--- src/rfmsc_pkg.sv ---
package rfmsc_pkg;
    // register byte addresses (one aligned word each)
    localparam logic [7:0] RADIO_CONTROL_ADDR  = 8'h00; // violation threshold, mode, flag
    localparam logic [7:0] MODEM_CONFIG_ADDR   = 8'h04; // line format select
    localparam logic [7:0] RADIO_MAIN_ADDR     = 8'h08; // synth word select, transmit enable
    localparam logic [7:0] TUNING_A_ADDR       = 8'h0C; // word A, high:mid:low bytes
    localparam logic [7:0] TUNING_B_ADDR       = 8'h10; // word B, high:mid:low bytes
    localparam logic [7:0] FSK_SEP_ADDR        = 8'h14; // separation word, 11 bits
    localparam logic [7:0] PLL_CTRL_ADDR       = 8'h18; // divider, alarm disable, alarms
    localparam logic [7:0] RADIO_DATA_ADDR     = 8'h1C; // radio data buffer
    localparam logic [7:0] SYNTH_RATIO_ADDR    = 8'h20; // numerator of synth ratio, read only
    localparam logic [7:0] STATUS_ADDR         = 8'h24; // active format, lock, byte strobe
    // field positions
    localparam int THRESH_LSB   = 1;
    localparam int VIOL_BIT     = 4;
    localparam int BYTEMODE_BIT = 0;
    localparam int ALDIS_BIT    = 2;
    localparam int ALH_BIT      = 1;
    localparam int ALL_BIT      = 0;
    localparam int REFERENCE_DIVIDER_LSB   = 3;
    // reset values
    localparam logic [2:0]  THRESH_RST  = 3'h3;
    localparam logic [23:0] TUNE_A_RST  = 24'h75A0CB;
    localparam logic [23:0] TUNE_B_RST  = 24'h75A54E;
    localparam logic [10:0] FSK_SEPARATION_WORD_RST    = 11'h059;
    localparam logic [4:0]  REFERENCE_DIVIDER_RST  = 5'h02;
    localparam logic [1:0]  FMT_RST     = 2'h0;
    // line formats and ratio terms
    localparam logic [1:0]  FMT_NRZ     = 2'h0;
    localparam logic [1:0]  FMT_MANCH   = 2'h1;
    localparam logic [25:0] RATIO_OFFS  = 26'h0002000; // 8192
    localparam int          RATIO_SHIFT = 14;          // divide by 16384
    localparam logic [3:0]  SAMPLES     = 4'hE;        // samples per symbol
    localparam logic [3:0]  BITS_BYTE   = 4'h8;
endpackage : rfmsc_pkg

--- src/rfmsc_core.sv ---
// Chosen here: the placing of the registers and the AHB-Lite interface to the registers.
`timescale 1ns/1ps
// What this block does
// - bitmode flag follows violation of current bit
// - bytemode flag ORs violations across byte
// - violation decided by programmable threshold field
// - correct samples of 14 versus limit; zero disables
// - flag valid only with Manchester format 01
// - buffer still loads best-guess data on violation
// - line format buffered, applies from next byte
// - format change spares byte in shift register
// - receive format applies at next radio irq
// - sync in NRZ, Manchester after sync irq
// - two tuning words, select bit chooses one
// - 24-bit words, each in one word register
// - 11-bit separation word sets FSK gap
// - ratio is word plus sep*txbit plus 8192
// - high-side injection inverts received data
// - alarms update only while alarm disable clear
module rfmsc_core (
    input  wire logic        clock,
    input  wire logic        nrst,
    input  wire logic        hsel,
    input  wire logic [31:0] haddr,
    input  wire logic [1:0]  htrans,
    input  wire logic        hwrite,
    input  wire logic [2:0]  hsize,
    input  wire logic [31:0] hwdata,
    input  wire logic        hready,
    output logic      [31:0] hrdata,
    output logic             hreadyout,
    output logic             hresp,
    input  wire logic        rxBitValid,
    input  wire logic        rxBitIn,
    input  wire logic [3:0]  rxGoodSamples,
    input  wire logic        rxSyncFound,
    input  wire logic        highSideLo,
    input  wire logic        tuneHighPin,
    input  wire logic        tuneLowPin,
    input  wire logic        lockPin,
    input  wire logic        txBitTick,
    output logic             txBitOut,
    output logic      [1:0]  activeFormat,
    output logic      [25:0] synthRatioNum,
    output logic      [4:0]  referenceDivider,
    output logic             radioIrqFlag
);
    ////////////////////////////////////////////////////////////////////////////////
    typedef struct packed {
        logic [2:0]  violationThreshold; // bad samples allowed out of 14
        logic        byteMode;           // 1 byte transfer, 0 bit transfer
        logic        violationFlag;      // shown to software
        logic [1:0]  formatBuf;          // written format, waiting
        logic [1:0]  formatAct;          // format in force
        logic        synthSelect;        // 0 word A, 1 word B
        logic        txEnable;           // transmit when set
        logic [23:0] tuneA;              // word A
        logic [23:0] tuneB;              // word B
        logic [10:0] fskSep;             // separation word
        logic [4:0]  reference_divider;             // reference divider
        logic        alarmDisable;       // blocks alarm updates
        logic        alarmHigh;          // tuning too near supply
        logic        alarmLow;           // tuning too near ground
        logic [7:0]  radioData;          // radio data buffer
        logic [7:0]  shiftReg;           // byte on the line
        logic [3:0]  bitCount;           // bits shifted so far
        logic        byteViol;           // violation seen in this byte
        logic        txPending;          // buffer holds unsent byte
        logic        irq;                // radio irq flag
        logic        lockSync;           // synchronised lock
        logic [1:0]  tuneSync;           // synchronised alarm pins
        logic        apValid;            // data phase pending
        logic        apWrite;            // pending is a write
        logic [7:0]  apAddr;             // pending address
        logic [31:0] rdata;              // read data register
        logic        txBit;              // current transmit bit
    } rfmsc_state_s;

    rfmsc_state_s cur;       // registered state
    rfmsc_state_s next_cur;  // next state
    logic [2:0]   meta;      // first stages of pin synchronisers
    logic         symViol;   // current symbol violates coding
    logic         rxBit;     // received bit after injection fix
    logic         loadByte;  // shift register takes a new byte
    logic [23:0]  tuneSel;   // selected tuning word
    logic [31:0]  wd;        // write data for pending write

    ////////////////////////////////////////////////////////////////////////////////
    // first synchroniser stage, read only by the second
    always_ff @(posedge clock or negedge nrst) begin
        if (!nrst) begin
            meta <= 3'h0;
        end else begin
            meta <= {lockPin, tuneHighPin, tuneLowPin};
        end
    end

    ////////////////////////////////////////////////////////////////////////////////
    // symbol judgement and derived values
    always_comb begin
        // a zero limit turns detection off
        symViol  = (cur.violationThreshold != 3'h0)
                 && (rxGoodSamples < rfmsc_pkg::SAMPLES - {1'b0, cur.violationThreshold});
        rxBit    = rxBitIn ^ highSideLo;
        tuneSel  = cur.synthSelect ? cur.tuneB : cur.tuneA;
        wd       = hwdata;
        loadByte = cur.txEnable ? (txBitTick && (cur.bitCount == 4'h0) && cur.txPending)
                                : (rxBitValid && (!cur.byteMode
                                   || cur.bitCount == rfmsc_pkg::BITS_BYTE - 4'h1));
    end

    ////////////////////////////////////////////////////////////////////////////////
    // next-state logic for bus, datapath and status
    always_comb begin
        next_cur          = cur;
        next_cur.lockSync = meta[2];
        next_cur.tuneSync = meta[1:0];
        next_cur.irq      = 1'b0;
        // alarms refresh only while enabled
        if (!cur.alarmDisable) begin
            next_cur.alarmHigh = cur.tuneSync[1];
            next_cur.alarmLow  = cur.tuneSync[0];
        end
        // receive path
        if (!cur.txEnable && rxBitValid) begin
            if (cur.byteMode) begin
                next_cur.shiftReg = {cur.shiftReg[6:0], rxBit};
                next_cur.byteViol = cur.byteViol | symViol;
                next_cur.bitCount = cur.bitCount + 4'h1;
                if (loadByte) begin
                    // best guess still lands in the buffer
                    next_cur.radioData = {cur.shiftReg[6:0], rxBit};
                    // any bad bit of the byte
                    next_cur.violationFlag = (cur.byteViol | symViol)
                                           && (cur.formatAct == rfmsc_pkg::FMT_MANCH);
                    next_cur.byteViol = 1'b0;
                    next_cur.bitCount = 4'h0;
                end
            end else begin
                next_cur.radioData = {7'h00, rxBit};
                // flag tracks bit 0 of the buffer
                next_cur.violationFlag = symViol && (cur.formatAct == rfmsc_pkg::FMT_MANCH);
            end
        end
        // sync byte found also ends a byte
        if (!cur.txEnable && rxSyncFound) begin
            next_cur.bitCount = 4'h0;
            next_cur.byteViol = 1'b0;
        end
        // transmit path; the byte in flight keeps its own format
        if (cur.txEnable && txBitTick) begin
            if (loadByte) begin
                next_cur.shiftReg  = cur.radioData;
                next_cur.txPending = 1'b0;
                next_cur.bitCount  = 4'h1;
                next_cur.txBit     = cur.radioData[7];
            end else if (cur.bitCount != 4'h0) begin
                next_cur.shiftReg = {cur.shiftReg[6:0], 1'b0};
                next_cur.txBit    = cur.shiftReg[6];
                next_cur.bitCount = (cur.bitCount == rfmsc_pkg::BITS_BYTE - 4'h1)
                                  ? 4'h0 : cur.bitCount + 4'h1;
            end
        end
        // irq and format copy at shift register load
        if (loadByte || (!cur.txEnable && rxSyncFound)) begin
            next_cur.irq       = 1'b1;
            next_cur.formatAct = cur.formatBuf;
        end
        // bus data phase
        next_cur.apValid = 1'b0;
        if (cur.apValid && cur.apWrite) begin
            unique case (cur.apAddr)
                rfmsc_pkg::RADIO_CONTROL_ADDR: begin
                    next_cur.violationThreshold = wd[rfmsc_pkg::THRESH_LSB +: 3];
                    next_cur.byteMode           = wd[rfmsc_pkg::BYTEMODE_BIT];
                end
                rfmsc_pkg::MODEM_CONFIG_ADDR: next_cur.formatBuf = wd[1:0];
                rfmsc_pkg::RADIO_MAIN_ADDR: begin
                    next_cur.synthSelect = wd[0];
                    next_cur.txEnable    = wd[1];
                end
                rfmsc_pkg::TUNING_A_ADDR: next_cur.tuneA = wd[23:0];
                rfmsc_pkg::TUNING_B_ADDR: next_cur.tuneB = wd[23:0];
                rfmsc_pkg::FSK_SEP_ADDR:  next_cur.fskSep = wd[10:0];
                rfmsc_pkg::PLL_CTRL_ADDR: begin
                    next_cur.reference_divider       = wd[rfmsc_pkg::REFERENCE_DIVIDER_LSB +: 5];
                    next_cur.alarmDisable = wd[rfmsc_pkg::ALDIS_BIT];
                end
                rfmsc_pkg::RADIO_DATA_ADDR: begin
                    next_cur.radioData = wd[7:0];
                    next_cur.txPending = 1'b1;
                end
                default: begin
                    // unmapped or read-only: write ignored
                end
            endcase
        end
        // address phase capture
        if (hsel && hready && htrans[1]) begin
            next_cur.apValid = 1'b1;
            next_cur.apWrite = hwrite;
            next_cur.apAddr  = haddr[7:0];
            if (!hwrite) begin
                unique case (haddr[7:0])
                    rfmsc_pkg::RADIO_CONTROL_ADDR:
                        next_cur.rdata = {27'h0, cur.violationFlag,
                                          cur.violationThreshold, cur.byteMode};
                    rfmsc_pkg::MODEM_CONFIG_ADDR: next_cur.rdata = {30'h0, cur.formatBuf};
                    rfmsc_pkg::RADIO_MAIN_ADDR:
                        next_cur.rdata = {30'h0, cur.txEnable, cur.synthSelect};
                    rfmsc_pkg::TUNING_A_ADDR: next_cur.rdata = {8'h00, cur.tuneA};
                    rfmsc_pkg::TUNING_B_ADDR: next_cur.rdata = {8'h00, cur.tuneB};
                    rfmsc_pkg::FSK_SEP_ADDR:  next_cur.rdata = {21'h0, cur.fskSep};
                    rfmsc_pkg::PLL_CTRL_ADDR:
                        next_cur.rdata = {24'h0, cur.reference_divider, cur.alarmDisable,
                                          cur.alarmHigh, cur.alarmLow};
                    rfmsc_pkg::RADIO_DATA_ADDR: next_cur.rdata = {24'h0, cur.radioData};
                    rfmsc_pkg::SYNTH_RATIO_ADDR: next_cur.rdata = {6'h00, synthRatioNum};
                    rfmsc_pkg::STATUS_ADDR:
                        next_cur.rdata = {28'h0, cur.lockSync, cur.irq, cur.formatAct};
                    default: next_cur.rdata = 32'h0;
                endcase
            end
        end
    end

    ////////////////////////////////////////////////////////////////////////////////
    // state register
    always_ff @(posedge clock or negedge nrst) begin
        if (!nrst) begin
            cur                    <= '0;
            cur.violationThreshold <= rfmsc_pkg::THRESH_RST;
            cur.formatBuf          <= rfmsc_pkg::FMT_RST;
            cur.formatAct          <= rfmsc_pkg::FMT_RST;
            cur.tuneA              <= rfmsc_pkg::TUNE_A_RST;
            cur.tuneB              <= rfmsc_pkg::TUNE_B_RST;
            cur.fskSep             <= rfmsc_pkg::FSK_SEPARATION_WORD_RST;
            cur.reference_divider             <= rfmsc_pkg::REFERENCE_DIVIDER_RST;
        end else begin
            cur <= next_cur;
        end
    end

    ////////////////////////////////////////////////////////////////////////////////
    // outputs
    always_comb begin
        hrdata           = cur.rdata;
        hreadyout        = 1'b1;
        hresp            = 1'b0;
        txBitOut         = cur.txBit;
        activeFormat     = cur.formatAct;
        referenceDivider = cur.reference_divider;
        radioIrqFlag     = cur.irq;
        // numerator over 16384; transmit bit zero in receive
        synthRatioNum    = {2'h0, tuneSel}
                         + ((cur.txEnable && cur.txBit) ? {15'h0, cur.fskSep} : 26'h0)
                         + rfmsc_pkg::RATIO_OFFS;
    end
endmodule : rfmsc_core

--- config.mk ---
export PLATFORM = sky130hd
export DESIGN_NAME = rfmsc_core
export DESIGN_NICKNAME = d
export VERILOG_FILES = /design/src/rfmsc_pkg.sv /design/src/rfmsc_core.sv
export SDC_FILE = /design/constraint.sdc
export NUM_CORES = 1
export LEC_CHECK = 0
export BUFFER_PORTS_ARGS = -buffer_cell sky130_fd_sc_hd__buf_2
export CAP_MARGIN = 20
export CORE_MARGIN = 10
export CORE_UTILIZATION = 57
export DETAILED_ROUTE_END_ITERATION = 16
export GPL_ROUTABILITY_DRIVEN = 0
export PLACE_DENSITY = 0.81
export SLEW_MARGIN = 25
export SYNTH_ARGS = -nofsm -noshare
export SYNTH_HDL_FRONTEND = slang
export SYNTH_SLANG_ARGS = --single-unit
export TNS_END_PERCENT = 30
--- constraint.sdc ---
create_clock -name clock -period 4.9 [get_ports clock]
set_clock_uncertainty 0.1 [all_clocks]
set_input_delay 0.98 -clock clock [delete_from_list [all_inputs] [get_ports clock]]
set_output_delay 0.98 -clock clock [all_outputs]
set_load 0.02 [all_outputs]
==> out/summary.json, run 1 <==
{
  "reg2regPathDepth": {"value": 9},
  "critPathSlowestCell": {"value": "sky130_fd_sc_hd__a311oi_1"},
  "numPortBuffers": {"value": 108},
  "cts_buffers": {"value": 17},
  "critical_path_arrival": {"value": 3.60, "unit": "ns"},
  "timing.rr.end": {"value": "hrdata[16]"},
  "period_needed": {"value": 4.68, "unit": "ns"},
  "synth-edff-count": {"value": 0},
  "final.setup.worst_slack": {"value": 0.219, "unit": "ns"},
  "finalHoldViolCount": {"value": 0},
  "crit_required": {"value": 3.82, "unit": "ns"},
  "drt_wl_total": {"value": 23000, "unit": "um"},
  "clk_path_buf_depth": {"value": 2},
  "die_footprint": {"value": 0.0202, "unit": "mm2"},
  "grt_max_degree": {"value": 64},
  "detail-route-antenna-nets": {"value": 0},
  "max_cap_violations": {"value": 0},
  "viasPerCell": {"value": 6.29},
  "tightest_pin_transition": {"value": 0.916, "unit": "ns"},
  "synth.top_cell.area_share": {"value": 32.3, "unit": "%"},
  "synthArstFlopShare": {"value": 100, "unit": "%"},
  "hold_buffers": {"value": 0},
  "initial_utilization": {"value": 58.3, "unit": "%"},
  "dp_hpwl": {"value": 16300, "unit": "um"},
  "clkTransAtPathRegs": {"value": 0.06, "unit": "ns"},
  "groute.usage.overall": {"value": 22.8, "unit": "%"},
  "worstHoldEndpoint": {"value": "cur[44]"},
  "vias_in_the_first_global_route": {"value": 6869},
  "power_leakage": {"value": 0.00439, "unit": "uW"},
  "final_net_count": {"value": 987},
  "final_worst_path_period_share": {"value": 95.5, "unit": "%"},
  "number_of_gates_resized_after_cts": {"value": 0},
  "netlist_area": {"value": 0.00851, "unit": "mm2"},
  "area_growth_syn_to_layout": {"value": 11.9, "unit": "%"},
  "synthDominantAreaCellType": {"value": "sky130_fd_sc_hd__dfrtp_1"},
  "fp-row-count": {"value": 44},
  "cts-htree-levels": {"value": 4},
  "insertion_delay": {"value": 0.43, "unit": "ns"},
  "grt_pass1_wl": {"value": 37000, "unit": "um"},
  "drt_first_iter_violations": {"value": 651},
  "layout.core_utilization": {"value": 65.3, "unit": "%"},
  "synthMostInstantiatedCell": {"value": "sky130_fd_sc_hd__dfrtp_1"},
  "dieHeight": {"value": 142, "unit": "um"},
  "postSynth.topFlopCell": {"value": "sky130_fd_sc_hd__dfrtp_1"},
  "netlist_top_cells_count": {"value": "sky130_fd_sc_hd__dfrtp_1 (110), sky130_fd_sc_hd__mux2_2 (98), sky130_fd_sc_hd__nand2_1 (72)"},
  "cp-start-kind": {"value": "register"},
  "worstPathCellList": {"value": "buf_4, mux2_2, ha_1, a21o_1, a31oi_1, a211oi_1, a311oi_1, xor2_1, buf_2"},
  "final-setup-viol-count": {"value": 0},
  "cpLargestDelayFamily": {"value": "compound AO/OA/AOI/OAI gates"},
  "post_synth_main_area_contributors": {"value": "sky130_fd_sc_hd__dfrtp_1 (32%), sky130_fd_sc_hd__mux2_2 (13%), sky130_fd_sc_hd__dfstp_2 (9.9%)"},
  "cts_sinks": {"value": 142},
  "average_instance_area_after_synthesis": {"value": 10.4, "unit": "um2"},
  "synthesis.instances": {"value": 816},
  "path_buf_inv": {"value": 2},
  "drt-wirelength-per-cell": {"value": 21.3, "unit": "um"},
  "rsz_0062_raised_after_global_routing": {"value": "false"},
  "power.density": {"value": 345, "unit": "mW/mm2"},
  "tritoncts": {"value": "yes"},
  "initial_antenna_violation_count": {"value": 0},
  "critical-path-max-stage-delay": {"value": 0.63, "unit": "ns"},
  "die_width": {"value": 142, "unit": "um"},
  "clock-root-buffer": {"value": "sky130_fd_sc_hd__clkbuf_16"},
  "critical_path_end_type": {"value": "output port"},
  "holdCritPathClass": {"value": "register to register"},
  "drt_pre_antenna_iters": {"value": 5},
  "fp.coreArea": {"value": 0.0146, "unit": "mm2"},
  "min_from": {"value": "meta[1]"},
  "grt-ovfl-total": {"value": 0},
  "route.vias.total": {"value": 6785},
  "synth.yosys.seq_area_share": {"value": 42.2, "unit": "%"},
  "number_of_top_level_pins": {"value": 155},
  "min_path_cells": {"value": 0},
  "vdd_drop_max": {"value": 0.347, "unit": "mV"},
  "status": {"value": "finished, final reports clean"},
  "worstPathMaxFanout": {"value": 9},
  "timing.rr.start": {"value": "cur[137]"},
  "tns": {"value": 0, "unit": "ns"},
  "achievable-frequency": {"value": 214, "unit": "MHz"},
  "setup_crit_path_kind": {"value": "register to output port"},
  "antenna_cells_inserted": {"value": 0},
  "postSynthRegisterBits": {"value": 142},
  "r2r_slack": {"value": 1.35, "unit": "ns"},
  "synth_cell_types": {"value": 83},
  "postCtsSetupRepairBufs": {"value": 0},
  "ys_warn_count": {"value": 0},
  "dp_slack": {"value": 0.622, "unit": "ns"},
  "normalized_max_slew_margin": {"value": 38.5, "unit": "%"},
  "post_route_cells_drive_above_1_share": {"value": 34.9, "unit": "%"},
  "route.detailed.drc": {"value": 0},
  "slew_viol_final": {"value": 0}
}
## through the flow
| step | area (um2) | hold slack, ns | total power [uW] | std cells |
|---|---|---|---|---|
| after floorplan | 8540 | 0.231 | 1760 | 824 |
| after global placement | 8890 | 0.235 | 1910 | 1047 |
| after detailed placement | 8900 | 0.235 | 1930 | 1047 |
| after CTS | 9520 | 0.249 | 3290 | 1079 |
| after global routing | 9520 | 0.266 | 3420 | 1079 |
| final | 9520 | 0.248 | 3280 | 1079 |
## final cells by class
class / count / area (um2)
Fill cell: 1145 / 5070
Multi-Input combinational cell: 587 / 4390
Sequential cell: 142 / 3590
Timing Repair Buffer: 119 / 629
Clock buffer: 18 / 439
Tap cell: 184 / 230
Clock inverter: 14 / 184
Inverter: 15 / 56.3
## registers in the layout (all words and copies together), names as in the netlist
register and cells:
cur 105, hrdata 25, referenceDivider 5, meta 3, activeFormat 2, radioIrqFlag 1, txBitOut 1
## report_power, final
part / switching, uW / internal, uW
clock: 537 / 823
sequential: 131 / 1310
combinational: 278 / 203
total: 946 / 2340
## routing by layer
layer  track usage, %  vias to the layer above  share of wire (%)
met2             36.5                      294                 48
met5                0                        -                  0
met3             5.87                       43                7.9
met4             7.96                        0                2.5
met1             29.3                     3359                 42
li1                 -                     3089                  -
## worst register-to-register path: cells and delay by family (launching register included)
| family | cells | cell delay (ns) |
|---|---|---|
| multiplexers | 2 | 0.77 |
| buffers and inverters | 1 | 0.25 |
| flip-flops | 1 | 0.50 |
| AND/OR/NAND/NOR | 1 | 0.15 |
| adder cells (fa/ha/maj) | 1 | 0.40 |
| AO/OA/AOI/OAI | 4 | 1.32 |
## kinds of logic (layout without fill, tap and decap cells)
family | count (synthesis) | count (layout) | synth area share (%)
flip-flops | 142 | 142 | 42.2
multiplexers | 118 | 118 | 15.8
adder cells (fa/ha/maj) | 19 | 19 | 2.88
AO/OA/AOI/OAI | 193 | 193 | 16.2
buffers and inverters | 95 | 166 | 6.64
XOR/XNOR | 23 | 23 | 2.37
other | 2 | 10 | 0.0882
AND/OR/NAND/NOR | 224 | 224 | 13.8
## layout by cell type, fill, tap and decap left out, types with 6 or more instances in the layout
cell type,instances
sky130_fd_sc_hd__nor3_1,10
sky130_fd_sc_hd__mux2_2,98
sky130_fd_sc_hd__a21oi_1,48
sky130_fd_sc_hd__inv_1,15
sky130_fd_sc_hd__clkinv_4,6
sky130_fd_sc_hd__dfrtp_1,109
sky130_fd_sc_hd__buf_4,11
sky130_fd_sc_hd__a21o_1,12
sky130_fd_sc_hd__dfstp_2,32
sky130_fd_sc_hd__a221oi_1,15
sky130_fd_sc_hd__a22oi_1,20
sky130_fd_sc_hd__nand3b_1,12
sky130_fd_sc_hd__buf_2,107
sky130_fd_sc_hd__xnor2_1,13
sky130_fd_sc_hd__and2_1,6
sky130_fd_sc_hd__conb_1,10
sky130_fd_sc_hd__mux2i_1,17
sky130_fd_sc_hd__nand2_1,72
sky130_fd_sc_hd__nand4_1,7
sky130_fd_sc_hd__ha_1,18
sky130_fd_sc_hd__and3_1,13
sky130_fd_sc_hd__nor2_1,40
sky130_fd_sc_hd__nand3_1,29
sky130_fd_sc_hd__o21ai_0,32
sky130_fd_sc_hd__clkbuf_16,17
sky130_fd_sc_hd__nor2b_1,6
sky130_fd_sc_hd__xor2_1,10
## worst max-delay path by stage
stage,startpoint,end,slack (ns),cells past startpoint
after CTS,txBitOut,synthRatioNum[24],0.15,11
after global routing,cur[137],synthRatioNum[20],0.05,11
after global placement,txBitOut,synthRatioNum[24],0.67,11
after floorplan,cur[137],synthRatioNum[24],0.44,13
final,cur[137],synthRatioNum[16],0.22,9
after detailed placement,txBitOut,synthRatioNum[24],0.62,11
(Power assumes the default switching activity.)
==> run 2: changes to the inputs <==
--- a/config.mk
+++ b/config.mk
@@ -10,6 +10,6 @@
 export CORE_MARGIN = 10
-export CORE_UTILIZATION = 57
+export CORE_UTILIZATION = 55
 export DETAILED_ROUTE_END_ITERATION = 16
 export GPL_ROUTABILITY_DRIVEN = 0
-export PLACE_DENSITY = 0.81
+export PLACE_DENSITY = 0.79
 export SLEW_MARGIN = 25
--- a/constraint.sdc
+++ b/constraint.sdc
@@ -4,2 +4,2 @@
 set_output_delay 0.98 -clock clock [all_outputs]
-set_load 0.02 [all_outputs]
+set_load 0.005 [all_outputs]
==> out/summary.json, run 2 (synthesized netlist as in run 1, its figures left out) <==
{
  "critical_path_arrival": {"value": 3.49, "unit": "ns"},
  "timing.rr.end": {"value": "hrdata[9]"},
  "clock-root-buffer": {"value": "sky130_fd_sc_hd__clkbuf_16"},
  "rsz_0062_raised_after_global_routing": {"value": "false"},
  "drt_first_iter_violations": {"value": 530},
  "timing.rr.start": {"value": "cur[137]"},
  "finalHoldViolCount": {"value": 0},
  "final_cell_mix": {"value": "sky130_fd_sc_hd__dfrtp_1 (110), sky130_fd_sc_hd__buf_2 (107), sky130_fd_sc_hd__mux2_2 (98)"},
  "vias_in_the_first_global_route": {"value": 6937},
  "area_growth_syn_to_layout": {"value": 12.4, "unit": "%"},
  "drt-wirelength-per-cell": {"value": 21.3, "unit": "um"},
  "viasPerCell": {"value": 6.37},
  "drt_wl_total": {"value": 23000, "unit": "um"},
  "antenna_cells_inserted": {"value": 0},
  "post_route_cells_drive_above_1_share": {"value": 34.7, "unit": "%"},
  "grt_max_degree": {"value": 76},
  "final_worst_path_period_share": {"value": 93.4, "unit": "%"},
  "final_cell_count_no_fill": {"value": 1082},
  "power_leakage": {"value": 0.00441, "unit": "uW"},
  "reg2regPathDepth": {"value": 9},
  "worstHoldEndpoint": {"value": "cur[44]"},
  "period_needed": {"value": 4.57, "unit": "ns"},
  "setup_crit_path_kind": {"value": "register to output port"},
  "tns": {"value": 0, "unit": "ns"},
  "final.setup.worst_slack": {"value": 0.326, "unit": "ns"},
  "initial_utilization": {"value": 56.0, "unit": "%"},
  "cts_buffers": {"value": 17},
  "die_footprint": {"value": 0.0208, "unit": "mm2"},
  "power.density": {"value": 353, "unit": "mW/mm2"},
  "route.detailed.drc": {"value": 0},
  "cp-start-kind": {"value": "register"},
  "hold_buffers": {"value": 0},
  "grt-ovfl-total": {"value": 0},
  "status": {"value": "finished, final reports clean"},
  "cts_sinks": {"value": 142},
  "number_of_gates_resized_after_cts": {"value": 0},
  "achievable-frequency": {"value": 219, "unit": "MHz"},
  "biggest_register": {"value": "cur"},
  "clk_path_buf_depth": {"value": 2},
  "number_of_top_level_pins": {"value": 155},
  "postCtsSetupRepairBufs": {"value": 0},
  "crit_required": {"value": 3.82, "unit": "ns"},
  "clkTransAtPathRegs": {"value": 0.07, "unit": "ns"},
  "tightest_pin_transition": {"value": 0.959, "unit": "ns"},
  "final_common_cell": {"value": "sky130_fd_sc_hd__dfrtp_1"},
  "min_path_cells": {"value": 0},
  "r2r_slack": {"value": 1.52, "unit": "ns"},
  "flip_flop_count_of_the_largest_register_all_copies_and_words_added": {"value": 105},
  "numPortBuffers": {"value": 108},
  "slew_viol_final": {"value": 0},
  "vdd_drop_max": {"value": 0.309, "unit": "mV"},
  "groute.usage.overall": {"value": 22.5, "unit": "%"},
  "max_cap_violations": {"value": 0},
  "dp_hpwl": {"value": 16000, "unit": "um"},
  "final-setup-viol-count": {"value": 0},
  "route.vias.total": {"value": 6888},
  "holdCritPathClass": {"value": "register to register"},
  "final_net_count": {"value": 986},
  "dieHeight": {"value": 144, "unit": "um"},
  "initial_antenna_violation_count": {"value": 0},
  "detail-route-antenna-nets": {"value": 0},
  "dpl.cell_count": {"value": 1050},
  "dp_slack": {"value": 0.787, "unit": "ns"},
  "final.hold.worst_slack": {"value": 0.250, "unit": "ns"},
  "insertion_delay": {"value": 0.44, "unit": "ns"},
  "drt_pre_antenna_iters": {"value": 8},
  "min_from": {"value": "meta[1]"},
  "die_width": {"value": 144, "unit": "um"},
  "critical_path_end_type": {"value": "output port"},
  "cts-htree-levels": {"value": 4},
  "fp-row-count": {"value": 45},
  "grt_pass1_wl": {"value": 36900, "unit": "um"},
  "worstPathMaxFanout": {"value": 9},
  "tritoncts": {"value": "yes"},
  "fp.coreArea": {"value": 0.0152, "unit": "mm2"},
  "normalized_max_slew_margin": {"value": 35.6, "unit": "%"}
}
==> run 2: changes by cell type in the layout (fill, tap and decap cells not counted), sizes merged <==
cell / change
buf: -1
bufinv: +2
clkinv: -4
clkinvlp: -1
inv: +3
==> run 2: where the power goes <==
part	total (uW)	internal, uW	switching (uW)
Clock	1470	928	544
Combinational	477	207	270
Sequential	1430	1310	115
==> run 2: layer usage <==
layer / part of all wire (%) / vias to the layer above / global-route usage, %
li1: - / 3094 / -
met1: 42 / 3414 / 28.9
met2: 47 / 321 / 35.6
met3: 8.5 / 59 / 5.38
met4: 2.8 / 0 / 9.73
met5: 0 / - / 0
==> run 2: final cells by class <==
class / count / area (um2)
timing repair buffer: 118 / 622
tap: 188 / 235
fill: 1205 / 5640
inverter: 15 / 56.3
multi-input combinational: 587 / 4390
sequential: 142 / 3590
clock buffer: 18 / 439
clock inverter: 14 / 228
==> run 2: worst max path at each step <==
stage,end,cells past startpoint,from
final,synthRatioNum[24],11,cur[77]
after global routing,synthRatioNum[24],11,cur[77]
after CTS,synthRatioNum[24],11,cur[77]
after detailed placement,synthRatioNum[24],11,cur[77]
after global placement,synthRatioNum[24],11,cur[77]
after floorplan,synthRatioNum[24],13,cur[137]
==> run 2: through the flow <==
stage	total power [uW]	area, um2	utilization, %
global placement	1890	8900	58.5
finish	3370	9570	62.9
global route	3510	9570	62.9
floorplan	1730	8540	-
detailed placement	1910	8900	58.5
CTS	3380	9570	62.9
==> run 2: critical path, stage by stage (launching register included) <==
cell and delay [ns]:
sky130_fd_sc_hd__dfstp_2 0.54, sky130_fd_sc_hd__and3_1 0.16, sky130_fd_sc_hd__ha_1 0.20, sky130_fd_sc_hd__inv_1 0.07, sky130_fd_sc_hd__fa_1 0.40, sky130_fd_sc_hd__nand2b_1 0.16
sky130_fd_sc_hd__a21oi_1 0.39, sky130_fd_sc_hd__a31oi_2 0.20, sky130_fd_sc_hd__o211ai_4 0.35, sky130_fd_sc_hd__nand3_1 0.21, sky130_fd_sc_hd__nor3_1 0.23, sky130_fd_sc_hd__buf_2 0.15
==> run 3: changes to the inputs <==
- CORE_UTILIZATION: 55 -> 41
- PLACE_DENSITY: 0.79 -> unset
==> out/summary.json, run 3 (synthesized netlist as in run 1, its figures left out) <==
{
  "drt_first_iter_violations": {"value": 527},
  "area_growth_syn_to_layout": {"value": 12.9, "unit": "%"},
  "critPathSlowestCell": {"value": "sky130_fd_sc_hd__dfrtp_4"},
  "power.density": {"value": 335, "unit": "mW/mm2"},
  "grt_max_degree": {"value": 91},
  "path_buf_inv": {"value": 2},
  "worstPathCellList": {"value": "mux2_2, ha_1, inv_1, fa_1, nand2b_1, a21oi_2, a31oi_2, o211ai_4, nand3_1, xor2_1, buf_2"},
  "final_worst_path_period_share": {"value": 94.6, "unit": "%"},
  "tns": {"value": 0, "unit": "ns"},
  "flip_flop_count_of_the_largest_register_all_copies_and_words_added": {"value": 105},
  "die_width": {"value": 164, "unit": "um"},
  "vias_in_the_first_global_route": {"value": 6512},
  "period_needed": {"value": 4.63, "unit": "ns"},
  "insertion_delay": {"value": 0.43, "unit": "ns"},
  "cts_sinks": {"value": 142},
  "biggest_register": {"value": "cur"},
  "number_of_top_level_pins": {"value": 155},
  "fp-row-count": {"value": 52},
  "r2r_slack": {"value": 1.54, "unit": "ns"},
  "dp_hpwl": {"value": 17100, "unit": "um"},
  "reg2regPathDepth": {"value": 8},
  "worstPathMaxFanout": {"value": 19},
  "critical-path-max-stage-delay": {"value": 0.60, "unit": "ns"},
  "cpLargestDelayFamily": {"value": "compound AO/OA/AOI/OAI gates"},
  "timing.rr.end": {"value": "hrdata[16]"},
  "clock-root-buffer": {"value": "sky130_fd_sc_hd__clkbuf_16"},
  "drt-wirelength-per-cell": {"value": 20.4, "unit": "um"},
  "route.detailed.drc": {"value": 0},
  "final_cell_count_no_fill": {"value": 1164},
  "status": {"value": "finished, final reports clean"},
  "groute.usage.overall": {"value": 17.7, "unit": "%"},
  "initial_utilization": {"value": 41.9, "unit": "%"},
  "layout.cell_area.non_filler": {"value": 0.00961, "unit": "mm2"},
  "normalized_max_slew_margin": {"value": 35.1, "unit": "%"},
  "startpoint": {"value": "cur[137]"},
  "dpl.cell_count": {"value": 1132},
  "clkTransAtPathRegs": {"value": 0.06, "unit": "ns"},
  "drt_pre_antenna_iters": {"value": 5},
  "die_footprint": {"value": 0.0269, "unit": "mm2"},
  "grt-ovfl-total": {"value": 0},
  "holdCritPathClass": {"value": "register to register"},
  "final-setup-viol-count": {"value": 0},
  "cp-start-kind": {"value": "register"},
  "grt_pass1_wl": {"value": 37400, "unit": "um"},
  "tightest_pin_transition": {"value": 0.971, "unit": "ns"},
  "clk_path_buf_depth": {"value": 2},
  "drt_wl_total": {"value": 23700, "unit": "um"},
  "vdd_drop_max": {"value": 0.233, "unit": "mV"},
  "critical_path_depth": {"value": 11},
  "power_leakage": {"value": 0.00437, "unit": "uW"},
  "detail-route-antenna-nets": {"value": 0},
  "dieHeight": {"value": 164, "unit": "um"},
  "finalHoldViolCount": {"value": 0},
  "dpl-instance-area": {"value": 0.00900, "unit": "mm2"},
  "max_cap_violations": {"value": 0},
  "rsz_0062_raised_after_global_routing": {"value": "false"},
  "crit_required": {"value": 3.82, "unit": "ns"},
  "final_cell_mix": {"value": "sky130_fd_sc_hd__dfrtp_1 (109), sky130_fd_sc_hd__buf_2 (107), sky130_fd_sc_hd__mux2_2 (98)"},
  "cts_buffers": {"value": 17},
  "achievable-frequency": {"value": 216, "unit": "MHz"},
  "critical_path_end_type": {"value": "output port"},
  "tritoncts": {"value": "yes"},
  "post_route_cells_drive_above_1_share": {"value": 34.8, "unit": "%"},
  "fp.coreArea": {"value": 0.0203, "unit": "mm2"},
  "worst_setup_path_endpoint": {"value": "synthRatioNum[20]"},
  "final_net_count": {"value": 986},
  "initial_antenna_violation_count": {"value": 1},
  "final_common_cell": {"value": "sky130_fd_sc_hd__dfrtp_1"},
  "cts-htree-levels": {"value": 4},
  "timing.rr.start": {"value": "cur[137]"},
  "slew_viol_final": {"value": 0},
  "setup_crit_path_kind": {"value": "register to output port"},
  "numPortBuffers": {"value": 108},
  "antenna_cells_inserted": {"value": 0},
  "hold_buffers": {"value": 0},
  "critical_path_arrival": {"value": 3.55, "unit": "ns"},
  "route.vias.total": {"value": 6575},
  "viasPerCell": {"value": 5.65}
}
[run 3: cell count changes in the layout (fill, tap and decap cells not counted), moves of 2 or more]
cell / delta
sky130_fd_sc_hd__inv_8: +3
sky130_fd_sc_hd__clkinv_4: +2
sky130_fd_sc_hd__bufinv_16: -3
sky130_fd_sc_hd__inv_6: -2
[run 3: timing repair]
item | in CTS | in global routing
buffers inserted | 0 | 0
resized for setup | 0 | 2
setup endpoints to repair | 0 | 3
[run 3: where the power goes]
part | leakage [uW] | internal [uW] | switching (uW)
Clock | 0.000291 | 769 | 564
Combinational | 0.00234 | 206 | 259
Sequential | 0.00175 | 1310 | 115
[run 3: final cells by class]
| type | instances | area (um2) |
|---|---|---|
| fill | 1928 | 10700 |
| multi-input combinational | 587 | 4390 |
| sequential | 142 | 3600 |
| timing repair buffer | 118 | 622 |
| clock buffer | 17 | 425 |
| tap | 270 | 338 |
| clock inverter | 15 | 179 |
| inverter | 15 | 56.3 |
[run 3: per-layer routing]
metal	part of all wire [%]	wire [um]	up-vias	track usage, %
met5	0.051	12	-	0
met4	0.98	232	2	4.10
met3	5.9	1390	19	4.06
met2	47	11200	175	28.5
met1	46	10900	3282	23.8
li1	-	-	3097	-
[run 3: worst min path at each step]
stage	startpoint	endpoint	slack, ns	cells after the start
finish	meta[0]	cur[43]	0.25	0
global placement	meta[1]	cur[44]	0.23	0
detailed placement	meta[0]	cur[43]	0.24	0
CTS	meta[0]	cur[43]	0.25	0
floorplan	meta[0]	cur[43]	0.23	0
global route	meta[1]	cur[44]	0.27	0
[run 3: worst register-to-register path: cells and delay by family (launching register included)]
| family | cells | cell delay (ns) |
|---|---|---|
| flip-flops | 1 | 0.59 |
| AND/OR/NAND/NOR | 2 | 0.39 |
| adder cells (fa/ha/maj) | 1 | 0.40 |
| AO/OA/AOI/OAI | 3 | 1.00 |
| multiplexers | 2 | 0.82 |
[run 3: metrics by stage]
stage / utilization, % / power (uW) / setup WS [ns] / hold slack [ns]
2_1_floorplan: - / 1730 / 0.738 / 0.231
3_3_place_gp: 44.3 / 1900 / 0.563 / 0.232
3_5_place_dp: 44.3 / 1910 / 0.549 / 0.237
4_1_cts: 47.3 / 3250 / 0.0847 / 0.251
5_1_grt: 47.3 / 3380 / 0.0242 / 0.269
6_report: 47.3 / 3220 / 0.265 / 0.252
